`src/hdl/crf_regs.vh`:
```
// Register offsets, field positions, reset values and timing counts for the comparator result block
`ifndef CRF_REGS_VH
`define CRF_REGS_VH
// ****************************************
// Register word offsets (word aligned index = offset, byte address = 4 x offset)
// ****************************************
`define CRF_OFS_CMP_CTRL 10'h01F8
`define CRF_OFS_EXT_EN 10'h01FA
`define CRF_OFS_FILT_SEL 10'h01FC
`define CRF_OFS_IRQ_CTRL1 10'h0200
`define CRF_OFS_IRQ_CTRL3 10'h0201
`define CRF_OFS_IRQ_STAT 10'h0202
`define CRF_OFS_IRQ_MASK 10'h0203
// ****************************************
// Field positions
// ****************************************
`define CRF_BIT_RUN1 0
`define CRF_BIT_MON1 3
`define CRF_BIT_RUN3 4
`define CRF_BIT_MON3 7
`define CRF_BIT_EN1 2
`define CRF_BIT_PL1 3
`define CRF_BIT_EN3 6
`define CRF_BIT_PL3 7
`define CRF_IC_LVL_LO 0
`define CRF_IC_LVL_HI 2
`define CRF_IC_REQ 3
`define CRF_IC_POL 4
// ****************************************
// Reset values and codes
// ****************************************
`define CRF_RST_BYTE 8'h00
`define CRF_CTRL_WMASK 8'h11
`define CRF_IC_WMASK 8'h17
`define CRF_FILT_NONE 2'h0
`define CRF_FILT_F1 2'h1
`define CRF_FILT_F8 2'h2
`define CRF_FILT_F32 2'h3
`define CRF_DIV_F8 3'h7
`define CRF_DIV_F32 5'h1F
`define CRF_MATCH_COUNT 2'h3
`endif

```
`src/hdl/crf_sync.v`:
```
// Two flip-flop synchroniser for one asynchronous level
`timescale 1ns/10ps
module crf_sync
(
    // System
    input wire clk_in,
    input wire rst_n_in,
    // Data
    input wire async_in,
    output reg sync_out
);
    reg stage1;

    always @(posedge clk_in or negedge rst_n_in)
    begin
        if (!rst_n_in)
        begin
            stage1 <= 1'b0;
            sync_out <= 1'b0;
        end
        else
        begin
            stage1 <= async_in;
            sync_out <= stage1;
        end
    end
endmodule

```
`src/hdl/crf_channel.v`:
```
// One comparator channel: monitor level, three-sample filter and edge request
`timescale 1ns/10ps
`include "crf_regs.vh"
module crf_channel
(
    // System
    input wire clk_in,
    input wire rst_n_in,
    // Comparator and sampling ticks
    input wire cmp_sync_in,
    input wire run_in,
    input wire tick_f1_in,
    input wire tick_f8_in,
    input wire tick_f32_in,
    // Configuration
    input wire [1:0] filt_sel_in,
    input wire irq_en_in,
    input wire both_edges_in,
    input wire pol_rising_in,
    // Results
    output reg monitor_out,
    output reg req_out
);
    reg filt_level;
    reg [1:0] match_cnt;
    reg last_sample;
    reg prev_level;
    reg tick;
    wire level;
    wire cmp_gated;
    wire rise;
    wire fall;

    // Disabled channel reads and feeds zero
    assign cmp_gated = cmp_sync_in & run_in;

    always @*
    begin
        case (filt_sel_in)
            `CRF_FILT_F1: tick = tick_f1_in;
            `CRF_FILT_F8: tick = tick_f8_in;
            `CRF_FILT_F32: tick = tick_f32_in;
            default: tick = 1'b0;
        endcase
    end

    // Unfiltered path goes straight to edge detection
    assign level = (filt_sel_in == `CRF_FILT_NONE) ? cmp_gated : filt_level;
    assign rise = level & ~prev_level;
    assign fall = ~level & prev_level;

    always @(posedge clk_in or negedge rst_n_in)
    begin
        if (!rst_n_in)
        begin
            filt_level <= 1'b0;
            match_cnt <= 2'h0;
            last_sample <= 1'b0;
            prev_level <= 1'b0;
            monitor_out <= 1'b0;
            req_out <= 1'b0;
        end
        else
        begin
            monitor_out <= cmp_gated;
            if (tick)
            begin
                last_sample <= cmp_gated;
                if (cmp_gated != last_sample)
                begin
                    match_cnt <= 2'h1;
                end
                else if (match_cnt != `CRF_MATCH_COUNT)
                begin
                    match_cnt <= match_cnt + 2'h1;
                end
                if (cmp_gated == last_sample && match_cnt == 2'h2)
                begin
                    filt_level <= cmp_gated;
                end
            end
            prev_level <= level;
            // Edge chosen by edge count and direction together
            req_out <= irq_en_in & (both_edges_in ? (rise | fall) : (pol_rising_in ? rise : fall));
        end
    end
endmodule

```
`src/hdl/crf_top.v`:
```
// Comparator result filter and interrupt block with Avalon-MM register slave
// Function
// - Two identical independent channels, 1 and 3, each with own path.
// - Enabled channel monitor flag reads 1 above reference, 0 below.
// - Monitor flag reads 0 while channel disabled; flag is read-only.
// - Control register bit 0 enables channel 1, bit 4 channel 3.
// - Monitor flags at control bits 3 and 7; other bits reserved zero.
// - Even bits of input enable register enable each input's request.
// - Odd bits select one edge (0) or both edges (1).
// - Rewriting input enable register may set the request flag.
// - Filter field per input: none, f1, f8 or f32 sampling.
// - Filter sets request only after three matching consecutive samples.
// - Enabled channel requests on each result change, per polarity.
// - Channel shares request flag and level bits with input.
// - Request edge set by edge count and direction bits together.
`timescale 1ns/10ps
`include "crf_regs.vh"
module crf_top
(
    // System
    input wire clk_in,
    input wire rst_n_in,
    // Comparator outputs from the analog side
    input wire cmp1_in,
    input wire cmp3_in,
    // Avalon-MM slave
    input wire [11:0] avs_address_in,
    input wire avs_read_in,
    input wire avs_write_in,
    input wire [3:0] avs_byteenable_in,
    input wire [31:0] avs_writedata_in,
    output reg [31:0] avs_readdata_out,
    output reg avs_waitrequest_out,
    // Interrupt
    output reg irq_out,
    output reg [2:0] priority_level1_out,
    output reg [2:0] priority_level3_out
);
    // ****************************************
    // Reset release and synchronisers
    // ****************************************
    reg rst_meta;
    reg rst_sync_n;
    always @(posedge clk_in or negedge rst_n_in)
    begin
        if (!rst_n_in)
        begin
            rst_meta <= 1'b0;
            rst_sync_n <= 1'b0;
        end
        else
        begin
            rst_meta <= 1'b1;
            rst_sync_n <= rst_meta;
        end
    end

    wire cmp1_sync;
    wire cmp3_sync;
    // Analog outputs are asynchronous to clk_in
    crf_sync u_sync1
    (
        .clk_in(clk_in),
        .rst_n_in(rst_sync_n),
        .async_in(cmp1_in),
        .sync_out(cmp1_sync)
    );
    crf_sync u_sync3
    (
        .clk_in(clk_in),
        .rst_n_in(rst_sync_n),
        .async_in(cmp3_in),
        .sync_out(cmp3_sync)
    );

    // ****************************************
    // Registers
    // ****************************************
    reg [7:0] comparator_control;
    reg [7:0] external_input_enable;
    reg [7:0] input_filter_select;
    reg [7:0] irq_control_reg1;
    reg [7:0] irq_control_reg3;
    reg [1:0] irq_status;
    reg [1:0] irq_mask;
    reg [4:0] prescale;
    reg tick_f8;
    reg tick_f32;
    reg pending;
    wire mon1;
    wire mon3;
    wire req1;
    wire req3;
    wire [9:0] word_idx;
    wire acc;
    wire wr_lane0;
    wire wr_ev;
    wire en_write;
    reg [7:0] rd_byte;
    reg hit;

    assign word_idx = avs_address_in[11:2];
    assign acc = avs_read_in | avs_write_in;
    // One wait state: request taken on the second edge
    assign wr_ev = avs_write_in & pending & avs_byteenable_in[0];
    assign wr_lane0 = wr_ev;
    assign en_write = wr_lane0 && word_idx == `CRF_OFS_EXT_EN;

    // ****************************************
    // Sampling clock prescaler
    // ****************************************
    always @(posedge clk_in or negedge rst_sync_n)
    begin
        if (!rst_sync_n)
        begin
            prescale <= 5'h00;
            tick_f8 <= 1'b0;
            tick_f32 <= 1'b0;
        end
        else
        begin
            prescale <= prescale + 5'h01;
            tick_f8 <= (prescale[2:0] == `CRF_DIV_F8) ? 1'b1 : 1'b0;
            tick_f32 <= (prescale == `CRF_DIV_F32) ? 1'b1 : 1'b0;
        end
    end

    // ****************************************
    // Channels
    // ****************************************
    crf_channel u_ch1
    (
        .clk_in(clk_in),
        .rst_n_in(rst_sync_n),
        .cmp_sync_in(cmp1_sync),
        .run_in(comparator_control[`CRF_BIT_RUN1]),
        .tick_f1_in(1'b1),
        .tick_f8_in(tick_f8),
        .tick_f32_in(tick_f32),
        .filt_sel_in(input_filter_select[3:2]),
        .irq_en_in(external_input_enable[`CRF_BIT_EN1]),
        .both_edges_in(external_input_enable[`CRF_BIT_PL1]),
        .pol_rising_in(irq_control_reg1[`CRF_IC_POL]),
        .monitor_out(mon1),
        .req_out(req1)
    );
    crf_channel u_ch3
    (
        .clk_in(clk_in),
        .rst_n_in(rst_sync_n),
        .cmp_sync_in(cmp3_sync),
        .run_in(comparator_control[`CRF_BIT_RUN3]),
        .tick_f1_in(1'b1),
        .tick_f8_in(tick_f8),
        .tick_f32_in(tick_f32),
        .filt_sel_in(input_filter_select[7:6]),
        .irq_en_in(external_input_enable[`CRF_BIT_EN3]),
        .both_edges_in(external_input_enable[`CRF_BIT_PL3]),
        .pol_rising_in(irq_control_reg3[`CRF_IC_POL]),
        .monitor_out(mon3),
        .req_out(req3)
    );

    // ****************************************
    // Read mux
    // ****************************************
    always @*
    begin
        rd_byte = `CRF_RST_BYTE;
        hit = 1'b1;
        case (word_idx)
            `CRF_OFS_CMP_CTRL: rd_byte = {mon3, 2'h0, comparator_control[4], mon1, 2'h0,
                comparator_control[0]};
            `CRF_OFS_EXT_EN: rd_byte = external_input_enable;
            `CRF_OFS_FILT_SEL: rd_byte = input_filter_select;
            `CRF_OFS_IRQ_CTRL1: rd_byte = irq_control_reg1;
            `CRF_OFS_IRQ_CTRL3: rd_byte = irq_control_reg3;
            `CRF_OFS_IRQ_STAT: rd_byte = {6'h00, irq_status};
            `CRF_OFS_IRQ_MASK: rd_byte = {6'h00, irq_mask};
            default: hit = 1'b0;
        endcase
    end

    // ****************************************
    // Register decode
    // ****************************************
    wire wr_ctl;
    wire wr_flt;
    wire wr_ic1;
    wire wr_ic3;
    wire wr_sts;
    wire wr_msk;

    assign wr_ctl = wr_lane0 && word_idx == `CRF_OFS_CMP_CTRL;
    assign wr_flt = wr_lane0 && word_idx == `CRF_OFS_FILT_SEL;
    assign wr_ic1 = wr_lane0 && word_idx == `CRF_OFS_IRQ_CTRL1;
    assign wr_ic3 = wr_lane0 && word_idx == `CRF_OFS_IRQ_CTRL3;
    assign wr_sts = wr_lane0 && word_idx == `CRF_OFS_IRQ_STAT;
    assign wr_msk = wr_lane0 && word_idx == `CRF_OFS_IRQ_MASK;

    // ****************************************
    // Bus handshake
    // ****************************************
    always @(posedge clk_in or negedge rst_sync_n)
    begin
        if (!rst_sync_n)
        begin
            pending <= 1'b0;
            avs_waitrequest_out <= 1'b1;
            avs_readdata_out <= 32'h0000_0000;
        end
        else
        begin
            // Waitrequest drops for exactly one cycle, then the master releases
            pending <= acc & ~pending;
            avs_waitrequest_out <= ~(acc & ~pending);
            if (avs_read_in & ~pending)
            begin
                avs_readdata_out <= {24'h00_0000, hit ? rd_byte : 8'h00};
            end
        end
    end

    // ****************************************
    // Configuration registers
    // ****************************************
    always @(posedge clk_in or negedge rst_sync_n)
    begin
        if (!rst_sync_n)
        begin
            comparator_control <= `CRF_RST_BYTE;
        end
        else if (wr_ctl)
        begin
            // Reserved and monitor positions are never stored
            comparator_control <= avs_writedata_in[7:0] & `CRF_CTRL_WMASK;
        end
    end

    always @(posedge clk_in or negedge rst_sync_n)
    begin
        if (!rst_sync_n)
        begin
            external_input_enable <= `CRF_RST_BYTE;
        end
        else if (en_write)
        begin
            external_input_enable <= avs_writedata_in[7:0];
        end
    end

    always @(posedge clk_in or negedge rst_sync_n)
    begin
        if (!rst_sync_n)
        begin
            input_filter_select <= `CRF_RST_BYTE;
        end
        else if (wr_flt)
        begin
            input_filter_select <= avs_writedata_in[7:0];
        end
    end

    always @(posedge clk_in or negedge rst_sync_n)
    begin
        if (!rst_sync_n)
        begin
            irq_mask <= 2'h0;
        end
        else if (wr_msk)
        begin
            irq_mask <= avs_writedata_in[1:0];
        end
    end

    // ****************************************
    // Interrupt control registers
    // ****************************************
    // Channel request and a rewritten enable share the input's flag; set beats clear
    always @(posedge clk_in or negedge rst_sync_n)
    begin
        if (!rst_sync_n)
        begin
            irq_control_reg1 <= `CRF_RST_BYTE;
        end
        else
        begin
            if (wr_ic1)
            begin
                irq_control_reg1 <= avs_writedata_in[7:0] & `CRF_IC_WMASK;
            end
            if (req1 | (en_write & avs_writedata_in[`CRF_BIT_EN1]))
            begin
                irq_control_reg1[`CRF_IC_REQ] <= 1'b1;
            end
        end
    end

    always @(posedge clk_in or negedge rst_sync_n)
    begin
        if (!rst_sync_n)
        begin
            irq_control_reg3 <= `CRF_RST_BYTE;
        end
        else
        begin
            if (wr_ic3)
            begin
                irq_control_reg3 <= avs_writedata_in[7:0] & `CRF_IC_WMASK;
            end
            if (req3 | (en_write & avs_writedata_in[`CRF_BIT_EN3]))
            begin
                irq_control_reg3[`CRF_IC_REQ] <= 1'b1;
            end
        end
    end

    // ****************************************
    // Interrupt status and outputs
    // ****************************************
    always @(posedge clk_in or negedge rst_sync_n)
    begin
        if (!rst_sync_n)
        begin
            irq_status <= 2'h0;
            irq_out <= 1'b0;
            priority_level1_out <= 3'h0;
            priority_level3_out <= 3'h0;
        end
        else
        begin
            // An event in the cycle of its clear keeps the bit set
            if (req1)
            begin
                irq_status[0] <= 1'b1;
            end
            else if (wr_sts && avs_writedata_in[0])
            begin
                irq_status[0] <= 1'b0;
            end
            if (req3)
            begin
                irq_status[1] <= 1'b1;
            end
            else if (wr_sts && avs_writedata_in[1])
            begin
                irq_status[1] <= 1'b0;
            end
            irq_out <= |(irq_status & irq_mask);
            priority_level1_out <= irq_control_reg1[`CRF_IC_LVL_HI:`CRF_IC_LVL_LO];
            priority_level3_out <= irq_control_reg3[`CRF_IC_LVL_HI:`CRF_IC_LVL_LO];
        end
    end
endmodule

```
`config.mk`:
```
export PLATFORM = sky130hd
export DESIGN_NAME = crf_top
export DESIGN_NICKNAME = d
export VERILOG_FILES = /design/src/hdl/crf_sync.v /design/src/hdl/crf_channel.v /design/src/hdl/crf_top.v
export VERILOG_INCLUDE_DIRS = /design/src /design/src/hdl
export SDC_FILE = /design/constraint.sdc
export NUM_CORES = 1
export LEC_CHECK = 0
export ABC_CLOCK_PERIOD_IN_PS = 4600
export CAP_MARGIN = 5
export CORE_ASPECT_RATIO = 0.9
export CORE_MARGIN = 4
export CORE_UTILIZATION = 65
export CTS_BUF_LIST = sky130_fd_sc_hd__clkbuf_4 sky130_fd_sc_hd__clkbuf_8
export CTS_CLUSTER_SIZE = 28
export DETAILED_ROUTE_END_ITERATION = 8
export DONT_BUFFER_PORTS = 1
export PLACE_DENSITY = 0.81
export SYNTH_ARGS = -nofsm -noshare
export SYNTH_HDL_FRONTEND = slang
export SYNTH_SLANG_ARGS = --single-unit
```
`constraint.sdc`:
```
create_clock -name clk_in -period 4.6 [get_ports clk_in]
set_clock_uncertainty 0.05 [all_clocks]
set_input_delay 0.92 -clock clk_in [delete_from_list [all_inputs] [get_ports clk_in]]
set_output_delay 0.92 -clock clk_in [all_outputs]
set_load 0.01 [all_outputs]
```
* Word level (Yosys, flattened, before mapping)
Cells that the tools add are included. W data, S select, Z words.
Storage, ports and cells: register bits after elaboration 76, input bits 54, output and inout port bits 40, logic and storage cells 139
Operators by class: add/sub/neg operators 3, eq/ne operators 23, muxes and demuxes 25, bitwise logic cells 26, reductions and logical operators 25
Operators with widths (number):
- $pmux W8 S7 | 1
- $eq A10 B10 Y1 const B | 4
- $eq A10 B9 Y1 const B | 3
- $mux W1 | 15
- $and A1 B1 Y1 | 14
- $eq A2 B2 Y1 const B | 6
- $reduce_bool A2 Y1 | 6
- $logic_and A1 B1 Y1 | 11
- $mux W2 | 4
- $mux W4 | 2
- $mux W8 | 1
- $reduce_and A2 Y1 | 4
- $reduce_or A7 Y1 | 1
- $not A1 Y1 | 6
- $pmux W1 S3 | 2
- $add A5 B1 Y5 const B | 1
- $eq A5 B5 Y1 const B | 1
- $or A1 B1 Y1 | 5
- $add A2 B1 Y2 const B | 2
- $eq A2 B1 Y1 const B | 2
- $logic_not A2 Y1 | 2
- $ne A2 B2 Y1 const B | 2
- $eq A3 B3 Y1 const B | 1
- $and A2 B2 Y2 | 1
- 3 further kinds | 5

* Longest topological paths before layout
Gate-level depths: netlist of the first run.
word-level depth 7, mapped depth 7, depth with buffers taken out 6

* Cells and area by module
From an unflattened synthesis of the first run, not the netlist that was laid out.
Unflattened totals: cells, all modules 279, area total of the unflattened synthesis 3539.6 sq um
By module, submodules not included:
- crf_top | instances 1, cells each 201, area an instance 2641.3 sq um, seq. area each 1452.6 sq um
- crf_channel | instances 2, cells each 37, area an instance 399.1 sq um, seq. area each 175.2 sq um
- crf_sync | instances 2, cells each 2, area an instance 50.0 sq um, seq. area each 50.0 sq um

* Worst setup path after synthesis of the first run
OpenSTA, ideal clock, no wires.
path kind input to register, from in avs_address_in[4], to reg irq_control_reg3[0], setup time 0.125 ns, arrival time 2.218 ns, data required time 4.425 ns, path slack 2.207 ns, stages on the path 7, buffers on the path 3, path through buf_6 > nor4_1 > and4b_1 > buf_4 > and4_1 > buf_6 > mux2_4
On the way: cells in the longest elaborated chain, start to end 2
Ends and longest elaborated chain:
- start: declaration | line crf_top.v:27 | input wire [11:0] avs_address_in,
- $eq A10 B10 Y1
- $logic_and A1 B1 Y1 (no source line)
- end signal: assignment | line crf_top.v:303 | irq_control_reg3 <= `CRF_RST_BYTE;
- end signal: assignment | line crf_top.v:309 | irq_control_reg3 <= avs_writedata_in[7:0] & `CRF_IC_WMASK;
- end: declaration | line crf_top.v:83 | reg [7:0] irq_control_reg3;
No other way between the ends. A chain may end at the register's enable or synchronous reset.

* Worst setup path after layout of the first run
from in avs_address_in[11], to reg external_input_enable[4]
On the way: cells in the longest elaborated chain, start to end 2
Ends and longest elaborated chain:
- $eq A10 B9 Y1
- $logic_and A1 B1 Y1 (no source line)
- end signal: assignment | line crf_top.v:244 | external_input_enable <= `CRF_RST_BYTE;
- end signal: assignment | line crf_top.v:248 | external_input_enable <= avs_writedata_in[7:0];
- end: declaration | line crf_top.v:80 | reg [7:0] external_input_enable;
No other way between the ends.

==> impl_results.html, run 1 <==
<table>
<tr><th>Metric</th><th>Value</th></tr>
<tr><th colspan="2">Status</th></tr>
<tr><td>Run status</td><td>finished, final reports clean</td></tr>
<tr><th colspan="2">Global routing</th></tr>
<tr><td>Leftover overflow at the end of global routing</td><td>0</td></tr>
<tr><td>Antenna violations before repair</td><td>0</td></tr>
<tr><td>Number of global-route vias before repair</td><td>2,171</td></tr>
<tr><td>Pin count of the biggest net entering global routing</td><td>43</td></tr>
<tr><td>Total Routing Usage GR</td><td>20.59%</td></tr>
<tr><td>Global-route wire length before repair</td><td>10.44 mm</td></tr>
<tr><th colspan="2">Timing</th></tr>
<tr><td>Worst rel slew slack</td><td>40.79%</td></tr>
<tr><td>Peak Freq</td><td>420.8 MHz</td></tr>
<tr><td>RSZ-0062 raised after global routing</td><td>false</td></tr>
<tr><td>Share of the clock period used by the worst path after layout</td><td>51.66%</td></tr>
<tr><td>Pins over their slew limit</td><td>0</td></tr>
<tr><td>Setup TNS Final</td><td>0 ns</td></tr>
<tr><td>Tmin final</td><td>2.376 ns</td></tr>
<tr><td>Number of failing hold endpoints at the final stage</td><td>0</td></tr>
<tr><td>Worst-margin pin slew</td><td>0.8882 ns</td></tr>
<tr><td>Final setup violation count</td><td>0</td></tr>
<tr><th colspan="2">Die</th></tr>
<tr><td>Chip width</td><td>85.46 um</td></tr>
<tr><td>Die span in y</td><td>77.71 um</td></tr>
<tr><td>Core Region</td><td>0.005255 mm2</td></tr>
<tr><td>Initial core utilization</td><td>66.79%</td></tr>
<tr><td>Number of I/O pins</td><td>94</td></tr>
<tr><td>Area of the die</td><td>0.006641 mm2</td></tr>
<tr><td>Number of rows in the core area</td><td>25</td></tr>
<tr><th colspan="2">Worst setup path</th></tr>
<tr><td>Worst setup SP type</td><td>input port</td></tr>
<tr><td>Arrival time of the worst setup path</td><td>2.55 ns</td></tr>
<tr><td>Kind of capture point of the worst setup path</td><td>flip-flop</td></tr>
<tr><td>Family with the most delay on the worst path</td><td>simple AND/OR/NAND/NOR gates</td></tr>
<tr><td>Setup slack, reg-to-reg</td><td>2.79 ns</td></tr>
<tr><td>Worst Path Required</td><td>4.77 ns</td></tr>
<tr><td>Critical path class</td><td>in2reg</td></tr>
<tr><td>R2r worst-path depth</td><td>3</td></tr>
<tr><td>RR Endpoint</td><td>input_filter_select[5]</td></tr>
<tr><td>Largest driver fanout on the critical path</td><td>9</td></tr>
<tr><td>R2r startpoint</td><td>pending</td></tr>
<tr><td>Largest stage delay, worst path</td><td>0.49 ns</td></tr>
<tr><td>Crit path max-delay cell type</td><td>sky130_fd_sc_hd__and2_1</td></tr>
<tr><td>Ordered cell list for the critical path</td><td>nand4b_1 &gt; nor4_2 &gt; and2_1 &gt; mux2_2</td></tr>
<tr><td>Count of buffering cells on the critical path with inverters included</td><td>0</td></tr>
<tr><th colspan="2">Synth</th></tr>
<tr><td>Distinct cell type count after synthesis</td><td>50</td></tr>
<tr><td>Post-Synthesis Cell Area</td><td>0.003510 mm2</td></tr>
<tr><td>Number of instances in the synthesized netlist</td><td>286</td></tr>
<tr><td>Average size of a mapped cell</td><td>12.27 um2</td></tr>
<tr><td>Number of synthesized flops with an enable pin</td><td>0</td></tr>
<tr><td>Synth warnings</td><td>0</td></tr>
<tr><td>Share of flip-flops with an asynchronous set or reset</td><td>100.0%</td></tr>
<tr><td>Most used flip-flop cell after synthesis</td><td>sky130_fd_sc_hd__dfrtp_1</td></tr>
<tr><td>Synth Register Bits</td><td>76</td></tr>
<tr><td>Share of synthesized area occupied by flip-flops and latches</td><td>54.22%</td></tr>
<tr><th colspan="2">Layout</th></tr>
<tr><td>Number of fill cells in the layout</td><td>360</td></tr>
<tr><td>Sequential cell area</td><td>0.001904 mm2</td></tr>
<tr><td>Fraction of final layout cells with drive strength greater than 1</td><td>20.21%</td></tr>
<tr><td>Final #Nets</td><td>352</td></tr>
<tr><td>Antenna cells</td><td>0</td></tr>
<tr><td>Most used cells in the layout excluding fill and tap cells</td><td>sky130_fd_sc_hd__dfrtp_1, sky130_fd_sc_hd__mux2_2, sky130_fd_sc_hd__conb_1</td></tr>
<tr><td>Area added between synthesis and finish</td><td>4.813%</td></tr>
<tr><td>Commonest non-fill, non-tap cell in the layout</td><td>sky130_fd_sc_hd__dfrtp_1</td></tr>
<tr><td>Fin util</td><td>70.00%</td></tr>
<tr><td>Combined area of the multi-input logic cells</td><td>0.001384 mm2</td></tr>
<tr><td>Count of non-filler cells in the finished layout</td><td>359</td></tr>
<tr><th colspan="2">Clock network</th></tr>
<tr><td>Sinks on Clock Net</td><td>76</td></tr>
<tr><td>Maximum root-to-sink buffer count</td><td>2</td></tr>
<tr><td>Post-CTS setup repair buffer count</td><td>0</td></tr>
<tr><td>Clock-pin slew on the worst setup and hold paths</td><td>0.07 ns</td></tr>
<tr><td>H-tree levels</td><td>3</td></tr>
<tr><td>Count of hold buffers inserted by post-cts repair</td><td>0</td></tr>
<tr><td>Post-cts resize count</td><td>0</td></tr>
<tr><td>Library cell used as clock root buffer</td><td>sky130_fd_sc_hd__clkbuf_8</td></tr>
<tr><td>Number of clock buffers inserted by TritonCTS</td><td>9</td></tr>
<tr><td>Skew-Pair Late Insertion Delay</td><td>0.35 ns</td></tr>
<tr><td>Clock tree from TritonCTS</td><td>done</td></tr>
<tr><th colspan="2">Routing</th></tr>
<tr><td>Remaining antenna violation count</td><td>0</td></tr>
<tr><td>First-iteration detailed-routing DRC count</td><td>134</td></tr>
<tr><td>Routed wirelength normalized by instance count</td><td>17.72 um</td></tr>
<tr><td>First-pass DRT Iterations</td><td>4</td></tr>
<tr><td>Drt via density</td><td>5.942</td></tr>
<tr><td>Overall via count from detail_route</td><td>2,133</td></tr>
<tr><td>Total DRC errors in the routed layout</td><td>0</td></tr>
<tr><td>Final WL</td><td>6.361 mm</td></tr>
<tr><th colspan="2">Hold path</th></tr>
<tr><td>Path class of the lowest-slack min-delay path</td><td>in2async</td></tr>
<tr><th colspan="2">Power and ir drop</th></tr>
<tr><td>PwrDens</td><td>358.7 mW/mm2</td></tr>
<tr><td>Cell leakage power</td><td>0.001829 uW</td></tr>
<tr><td>Maximum resistive drop on vdd</td><td>0.0002779 V</td></tr>
<tr><th colspan="2">Placement</th></tr>
<tr><td>Placed instance count</td><td>343</td></tr>
<tr><td>Port buffer count</td><td>0</td></tr>
<tr><td>Final weighted congestion of routability-driven global placement</td><td>0.8062</td></tr>
<tr><td>HPWL after detailed placement</td><td>4.666 mm</td></tr>
<tr><th colspan="2">Job</th></tr>
<tr><td>Max-cap violations</td><td>0</td></tr>
</table>
kinds of logic (layout without fill, tap and decap cells):
| family | count (synthesis) | count (layout) | synth area share [%] |
|---|---|---|---|
| XOR/XNOR | 3 | 3 | 0.7488 |
| buffers and inverters | 52 | 35 | 8.805 |
| adder cells (fa/ha/maj) | 11 | 11 | 3.922 |
| AND/OR/NAND/NOR | 53 | 53 | 8.343 |
| multiplexers | 39 | 39 | 13.44 |
| AO/OA/AOI/OAI | 50 | 50 | 10.30 |
| other | 2 | 25 | 0.2140 |
| flip-flops | 76 | 76 | 54.22 |
report_power, final:
part           internal (uW)  leakage, uW  switching [uW]  total, uW
registers                680      0.00101            15.7        695
logic                   17.6     0.000699            35.5       53.1
clock network            340     0.000116             231        571
metrics by stage:
step,instance area [um2],setup WS (ns),hold slack [ns],total power (uW)
after floorplan,3596,2.207,0.2812,768.2
after global placement,3447,1.958,0.2839,757.7
after detailed placement,3447,1.899,0.2847,761.6
after CTS,3679,2.265,0.1960,1331
after global routing,3679,2.171,0.1820,1370
final,3679,2.224,0.2142,1319
worst reg2reg max path, cell delays in order, from the launching register on:
cell and delay [ns]:
sky130_fd_sc_hd__dfrtp_1 0.35, sky130_fd_sc_hd__and3_1 0.35, sky130_fd_sc_hd__and4_1 0.55, sky130_fd_sc_hd__mux2_2 0.39
how the worst max path moves through the flow:
stage / cells past startpoint / from / endpoint
3_3_place_gp: 4 / avs_address_in[11] / external_input_enable[1]
3_5_place_dp: 4 / avs_address_in[11] / external_input_enable[4]
2_1_floorplan: 7 / avs_address_in[4] / irq_control_reg3[0]
4_1_cts: 4 / avs_address_in[11] / external_input_enable[4]
5_1_grt: 4 / avs_address_in[11] / external_input_enable[4]
6_report: 4 / avs_address_in[11] / external_input_enable[4]
flip-flops by register name, summed over array words and instances, names as in the netlist, 2 cells and up:
register,flops
irq_status,2
irq_control_reg3,5
comparator_control,2
external_input_enable,8
avs_readdata_out,8
irq_mask,2
priority_level3_out,3
u_ch3.match_cnt,2
prescale,5
irq_control_reg1,5
input_filter_select,8
u_ch1.match_cnt,2
priority_level1_out,3
Yosys cell counts (2+ instances only):
library cell | instances | area (um2)
sky130_fd_sc_hd__a21oi_1 | 5 | 25.02
sky130_fd_sc_hd__nor3_1 | 2 | 10.01
sky130_fd_sc_hd__mux2i_1 | 4 | 40.04
sky130_fd_sc_hd__mux4_2 | 2 | 45.04
sky130_fd_sc_hd__nor2b_1 | 3 | 18.77
sky130_fd_sc_hd__o31ai_1 | 4 | 30.03
sky130_fd_sc_hd__nand4_1 | 3 | 18.77
sky130_fd_sc_hd__o31a_1 | 2 | 17.52
sky130_fd_sc_hd__buf_6 | 2 | 22.52
sky130_fd_sc_hd__ha_1 | 11 | 137.6
sky130_fd_sc_hd__nand2b_1 | 3 | 18.77
sky130_fd_sc_hd__and3_1 | 2 | 12.51
sky130_fd_sc_hd__and4_1 | 2 | 17.52
sky130_fd_sc_hd__nor2_1 | 7 | 26.28
sky130_fd_sc_hd__nand3_1 | 3 | 15.01
sky130_fd_sc_hd__conb_1 | 2 | 7.510
sky130_fd_sc_hd__clkbuf_1 | 4 | 15.01
sky130_fd_sc_hd__mux2_4 | 4 | 60.06
sky130_fd_sc_hd__xnor2_1 | 2 | 17.52
sky130_fd_sc_hd__a22o_1 | 7 | 61.31
sky130_fd_sc_hd__or3_1 | 2 | 12.51
sky130_fd_sc_hd__inv_1 | 18 | 67.56
sky130_fd_sc_hd__nand2_1 | 17 | 63.81
sky130_fd_sc_hd__buf_4 | 26 | 195.2
sky130_fd_sc_hd__a32oi_1 | 4 | 35.03
sky130_fd_sc_hd__a31o_2 | 2 | 17.52
sky130_fd_sc_hd__o21ai_0 | 12 | 60.06
sky130_fd_sc_hd__mux2_2 | 29 | 326.6
sky130_fd_sc_hd__dfrtp_1 | 75 | 1877
sky130_fd_sc_hd__o211a_1 | 2 | 20.02
sky130_fd_sc_hd__a21o_1 | 2 | 15.01
sky130_fd_sc_hd__a22oi_1 | 5 | 37.54
metal layers:
| metal | vias up | routed length (um) | global-route usage, % |
|---|---|---|---|
| met5 | - | 0 | 0 |
| met4 | 0 | 106 | 9.177 |
| met3 | 12 | 597 | 8.068 |
| met2 | 91 | 3156 | 32.30 |
| met1 | 1065 | 2502 | 25.16 |
| li1 | 965 | - | - |
layout make-up:
cell class              count  share of cell area, %
clock inverters             4                  1.973
flip-flops and latches     76                  51.77
multi-input cells         181                  37.62
repair buffers              1                 0.2041
inverters                  18                  1.837
well taps                  67                  2.279
clock buffers              12                  4.320
Note: power is estimated with default switching activity, not from simulation.
==> run 2, diff against run 1 <==
--- a/config.mk
+++ b/config.mk
@@ -6,16 +6,16 @@
 export SDC_FILE = /design/constraint.sdc
 export NUM_CORES = 1
 export LEC_CHECK = 0
-export ABC_CLOCK_PERIOD_IN_PS = 4600
+export ABC_CLOCK_PERIOD_IN_PS = 1900
 export CAP_MARGIN = 5
 export CORE_ASPECT_RATIO = 0.9
 export CORE_MARGIN = 4
-export CORE_UTILIZATION = 65
+export CORE_UTILIZATION = 59
 export CTS_BUF_LIST = sky130_fd_sc_hd__clkbuf_4 sky130_fd_sc_hd__clkbuf_8
 export CTS_CLUSTER_SIZE = 28
 export DETAILED_ROUTE_END_ITERATION = 8
 export DONT_BUFFER_PORTS = 1
-export PLACE_DENSITY = 0.81
+export PLACE_DENSITY = 0.78
 export SYNTH_ARGS = -nofsm -noshare
 export SYNTH_HDL_FRONTEND = slang
 export SYNTH_SLANG_ARGS = --single-unit
==> constraint.sdc (replaced) <==
create_clock -name clk_in -period 1.9 [get_ports clk_in]
set_clock_uncertainty 0.05 [all_clocks]
set_input_delay 0.38 -clock clk_in [delete_from_list [all_inputs] [get_ports clk_in]]
set_output_delay 0.38 -clock clk_in [all_outputs]
set_load 0.01 [all_outputs]
==> impl_results.html, run 2 (synthesized netlist as in run 1, its figures left out) <==
<table>
<tr><th>Metric</th><th>Value</th></tr>
<tr><th colspan="2">Global routing</th></tr>
<tr><td>Pin count of the biggest net entering global routing</td><td>75 (was 43)</td></tr>
<tr><td>Routing usage on met2</td><td>29.38% (was 32.30%)</td></tr>
<tr><td>Global-route wire length before repair</td><td>10.38 mm (was 10.44 mm)</td></tr>
<tr><td>Highest-utilization routing layer at the global route stage</td><td>met2 (unchanged)</td></tr>
<tr><td>Number of global-route vias before repair</td><td>2,068 (was 2,171)</td></tr>
<tr><td>Leftover overflow at the end of global routing</td><td>0 (unchanged)</td></tr>
<tr><td>Met1 track utilization from global routing</td><td>25.56% (was 25.16%)</td></tr>
<tr><td>Total Routing Usage GR</td><td>19.47% (was 20.59%)</td></tr>
<tr><td>Antenna violations before repair</td><td>0 (unchanged)</td></tr>
<tr><td>Fraction of met3 tracks used by global routing</td><td>6.998% (was 8.068%)</td></tr>
<tr><th colspan="2">Clock network</th></tr>
<tr><td>H-tree levels</td><td>3 (unchanged)</td></tr>
<tr><td>Post-CTS setup repair buffer count</td><td>0 (unchanged)</td></tr>
<tr><td>Clock tree from TritonCTS</td><td>done (unchanged)</td></tr>
<tr><td>Library cell used as clock root buffer</td><td>sky130_fd_sc_hd__clkbuf_8 (unchanged)</td></tr>
<tr><td>Sinks on Clock Net</td><td>76 (unchanged)</td></tr>
<tr><td>Skew-Pair Late Insertion Delay</td><td>0.35 ns (about the same)</td></tr>
<tr><td>Clock-pin slew on the worst setup and hold paths</td><td>0.08 ns (was 0.07 ns)</td></tr>
<tr><td>Maximum root-to-sink buffer count</td><td>2 (unchanged)</td></tr>
<tr><td>Number of clock buffers inserted by TritonCTS</td><td>9 (unchanged)</td></tr>
<tr><th colspan="2">Worst setup path</th></tr>
<tr><td>Worst setup SP type</td><td>flip-flop (was input port)</td></tr>
<tr><td>Critical path class</td><td>reg2reg (was in2reg)</td></tr>
<tr><td>Count of buffering cells on the critical path with inverters included</td><td>0 (unchanged)</td></tr>
<tr><td>Arrival time of the worst setup path</td><td>1.88 ns (was 2.55 ns)</td></tr>
<tr><td>Crit path max-delay cell type</td><td>sky130_fd_sc_hd__and4_1 (was sky130_fd_sc_hd__and2_1)</td></tr>
<tr><td>Family with the most delay on the worst path</td><td>simple AND/OR/NAND/NOR gates (unchanged)</td></tr>
<tr><td>Ordered cell list for the critical path</td><td>and3_1 &gt; and4_1 &gt; mux2_4 (was nand4b_1 &gt; nor4_2 &gt; and2_1 &gt; mux2_2)</td></tr>
<tr><td>Largest stage delay, worst path</td><td>0.48 ns (was 0.49 ns)</td></tr>
<tr><td>Largest driver fanout on the critical path</td><td>9 (unchanged)</td></tr>
<tr><td>Worst Path Required</td><td>2.08 ns (was 4.77 ns)</td></tr>
<tr><td>Kind of capture point of the worst setup path</td><td>flip-flop (unchanged)</td></tr>
<tr><th colspan="2">Layout</th></tr>
<tr><td>Final #Nets</td><td>363 (was 352)</td></tr>
<tr><td>Area added between synthesis and finish</td><td>9.376% (was 4.813%)</td></tr>
<tr><td>Fraction of final layout cells with drive strength greater than 1</td><td>22.11% (was 20.21%)</td></tr>
<tr><td>Sequential cell area</td><td>0.001904 mm2 (unchanged)</td></tr>
<tr><td>Commonest non-fill, non-tap cell in the layout</td><td>sky130_fd_sc_hd__dfrtp_1 (unchanged)</td></tr>
<tr><td>Antenna cells</td><td>0 (unchanged)</td></tr>
<tr><td>Count of non-filler cells in the finished layout</td><td>373 (was 359)</td></tr>
<tr><td>Most used cells in the layout excluding fill and tap cells</td><td>sky130_fd_sc_hd__dfrtp_1, sky130_fd_sc_hd__mux2_2, sky130_fd_sc_hd__conb_1 (unchanged)</td></tr>
<tr><td>Largest registers in the final layout</td><td>avs_readdata_out (8), external_input_enable (8), input_filter_select (8) (unchanged)</td></tr>
<tr><td>Number of fill cells in the layout</td><td>410 (was 360)</td></tr>
<tr><td>Combined area of the multi-input logic cells</td><td>0.001384 mm2 (unchanged)</td></tr>
<tr><th colspan="2">Die</th></tr>
<tr><td>Die span in y</td><td>81.17 um (was 77.71 um)</td></tr>
<tr><td>Number of rows in the core area</td><td>26 (was 25)</td></tr>
<tr><td>Initial core utilization</td><td>61.30% (was 66.79%)</td></tr>
<tr><td>Core Region</td><td>0.005725 mm2 (was 0.005255 mm2)</td></tr>
<tr><td>Chip width</td><td>89.30 um (was 85.46 um)</td></tr>
<tr><td>Area of the die</td><td>0.007248 mm2 (was 0.006641 mm2)</td></tr>
<tr><td>Number of I/O pins</td><td>94 (unchanged)</td></tr>
<tr><th colspan="2">Timing</th></tr>
<tr><td>Setup slack of the critical path after layout</td><td>0.2024 ns (was 2.224 ns)</td></tr>
<tr><td>Pins over their slew limit</td><td>0 (unchanged)</td></tr>
<tr><td>RSZ-0062 raised after global routing</td><td>false (unchanged)</td></tr>
<tr><td>Setup TNS Final</td><td>0 ns (unchanged)</td></tr>
<tr><td>Final setup violation count</td><td>0 (unchanged)</td></tr>
<tr><td>Number of failing hold endpoints at the final stage</td><td>0 (unchanged)</td></tr>
<tr><td>Share of the clock period used by the worst path after layout</td><td>89.35%</td></tr>
<tr><td>Peak Freq</td><td>589.1 MHz</td></tr>
<tr><td>Tmin final</td><td>1.698 ns</td></tr>
<tr><th colspan="2">Placement</th></tr>
<tr><td>Port buffer count</td><td>0 (unchanged)</td></tr>
<tr><td>Placed instance count</td><td>354 (was 343)</td></tr>
<tr><td>Final weighted congestion of routability-driven global placement</td><td>0.8481 (was 0.8062)</td></tr>
<tr><td>HPWL after detailed placement</td><td>4.605 mm (was 4.666 mm)</td></tr>
<tr><td>Placement Setup Slack</td><td>0.05129 ns (was 1.899 ns)</td></tr>
<tr><th colspan="2">Status</th></tr>
<tr><td>Run status</td><td>finished, final reports clean (unchanged)</td></tr>
<tr><th colspan="2">Routing</th></tr>
<tr><td>First-iteration detailed-routing DRC count</td><td>184 (was 134)</td></tr>
<tr><td>Drt via density</td><td>5.759 (was 5.942)</td></tr>
<tr><td>Final WL</td><td>6.353 mm (was 6.361 mm)</td></tr>
<tr><td>Overall via count from detail_route</td><td>2,148 (was 2,133)</td></tr>
<tr><td>Remaining antenna violation count</td><td>0 (unchanged)</td></tr>
<tr><td>First-pass DRT Iterations</td><td>4 (unchanged)</td></tr>
<tr><td>Routed wirelength normalized by instance count</td><td>17.03 um (was 17.72 um)</td></tr>
<tr><td>Total DRC errors in the routed layout</td><td>0 (unchanged)</td></tr>
<tr><th colspan="2">Job</th></tr>
<tr><td>Max-cap violations</td><td>0 (unchanged)</td></tr>
<tr><th colspan="2">Power and ir drop</th></tr>
<tr><td>Maximum resistive drop on vdd</td><td>0.0006219 V (was 0.0002779 V)</td></tr>
<tr><td>PwrDens</td><td>898.9 mW/mm2 (was 358.7 mW/mm2)</td></tr>
<tr><td>Cell leakage power</td><td>0.001914 uW (was 0.001829 uW)</td></tr>
<tr><th colspan="2">Hold path</th></tr>
<tr><td>Path class of the lowest-slack min-delay path</td><td>in2reg (was in2async)</td></tr>
</table>
==> run 2: through the flow <==
stage	utilization, %	power (uW)	hold slack, ns	cell area, um2
5_1_grt	67.05	3593	0.09813	3839
6_report	67.05	3451	0.1263	3839
3_3_place_gp	61.76	1841	0.03445	3536
3_5_place_dp	61.76	1849	0.03446	3536
2_1_floorplan	-	1860	0.03441	3597
4_1_cts	67.05	3481	0.1057	3839
==> run 2: worst reg2reg max path, stage by stage (launching register included) <==
cell,delay [ns]
sky130_fd_sc_hd__dfrtp_1,0.35
sky130_fd_sc_hd__and3_1,0.35
sky130_fd_sc_hd__and4_1,0.49
sky130_fd_sc_hd__mux2_4,0.34
==> run 2: area by class of cell <==
type,count,share of cell area [%]
clock buffers,12,3.977
clock inverters,4,3.129
inverters,18,1.760
multi-input cells,181,36.05
flip-flops and latches,76,49.61
well taps,70,2.282
repair buffers,12,3.194
==> run 2: worst paths after layout <==
kind / from / to / slack, ns / cells past startpoint
worst max-delay path: pending / irq_control_reg3[0] / 0.20 / 3
worst min-delay path: avs_writedata_in[1] / irq_control_reg3[1] / 0.13 / 1
worst max register to register: pending / irq_control_reg3[0] / 0.20 / 3
worst min register to register: rst_sync_n / input_filter_select[5] / 0.23 / 1
max in group asynchronous: rst_sync_n / avs_waitrequest_out / 1.23 / 1
min in group asynchronous: rst_n_in / rst_meta / 0.22 / 1
==> run 2: per-layer routing <==
layer / share of wire, % / vias up
li1: - / 994
met4: 1.7 / 0
met3: 8.6 / 14
met2: 47 / 86
met1: 43 / 1054
met5: 0 / -
==> run 2: where the power goes <==
| part | total, uW | switching (uW) | internal [uW] |
|---|---|---|---|
| clock | 1630 | 557 | 1070 |
| combinational | 154 | 102 | 52.0 |
| sequential | 1670 | 22.6 | 1650 |
| total | 3450 | 681 | 2770 |
==> run 2: what timing repair did <==
action	in CTS	in global routing
hold endpoints to repair	4	0
endpoints found under the setup margin	0	0
resized for setup	0	0
hold buffers	3	0
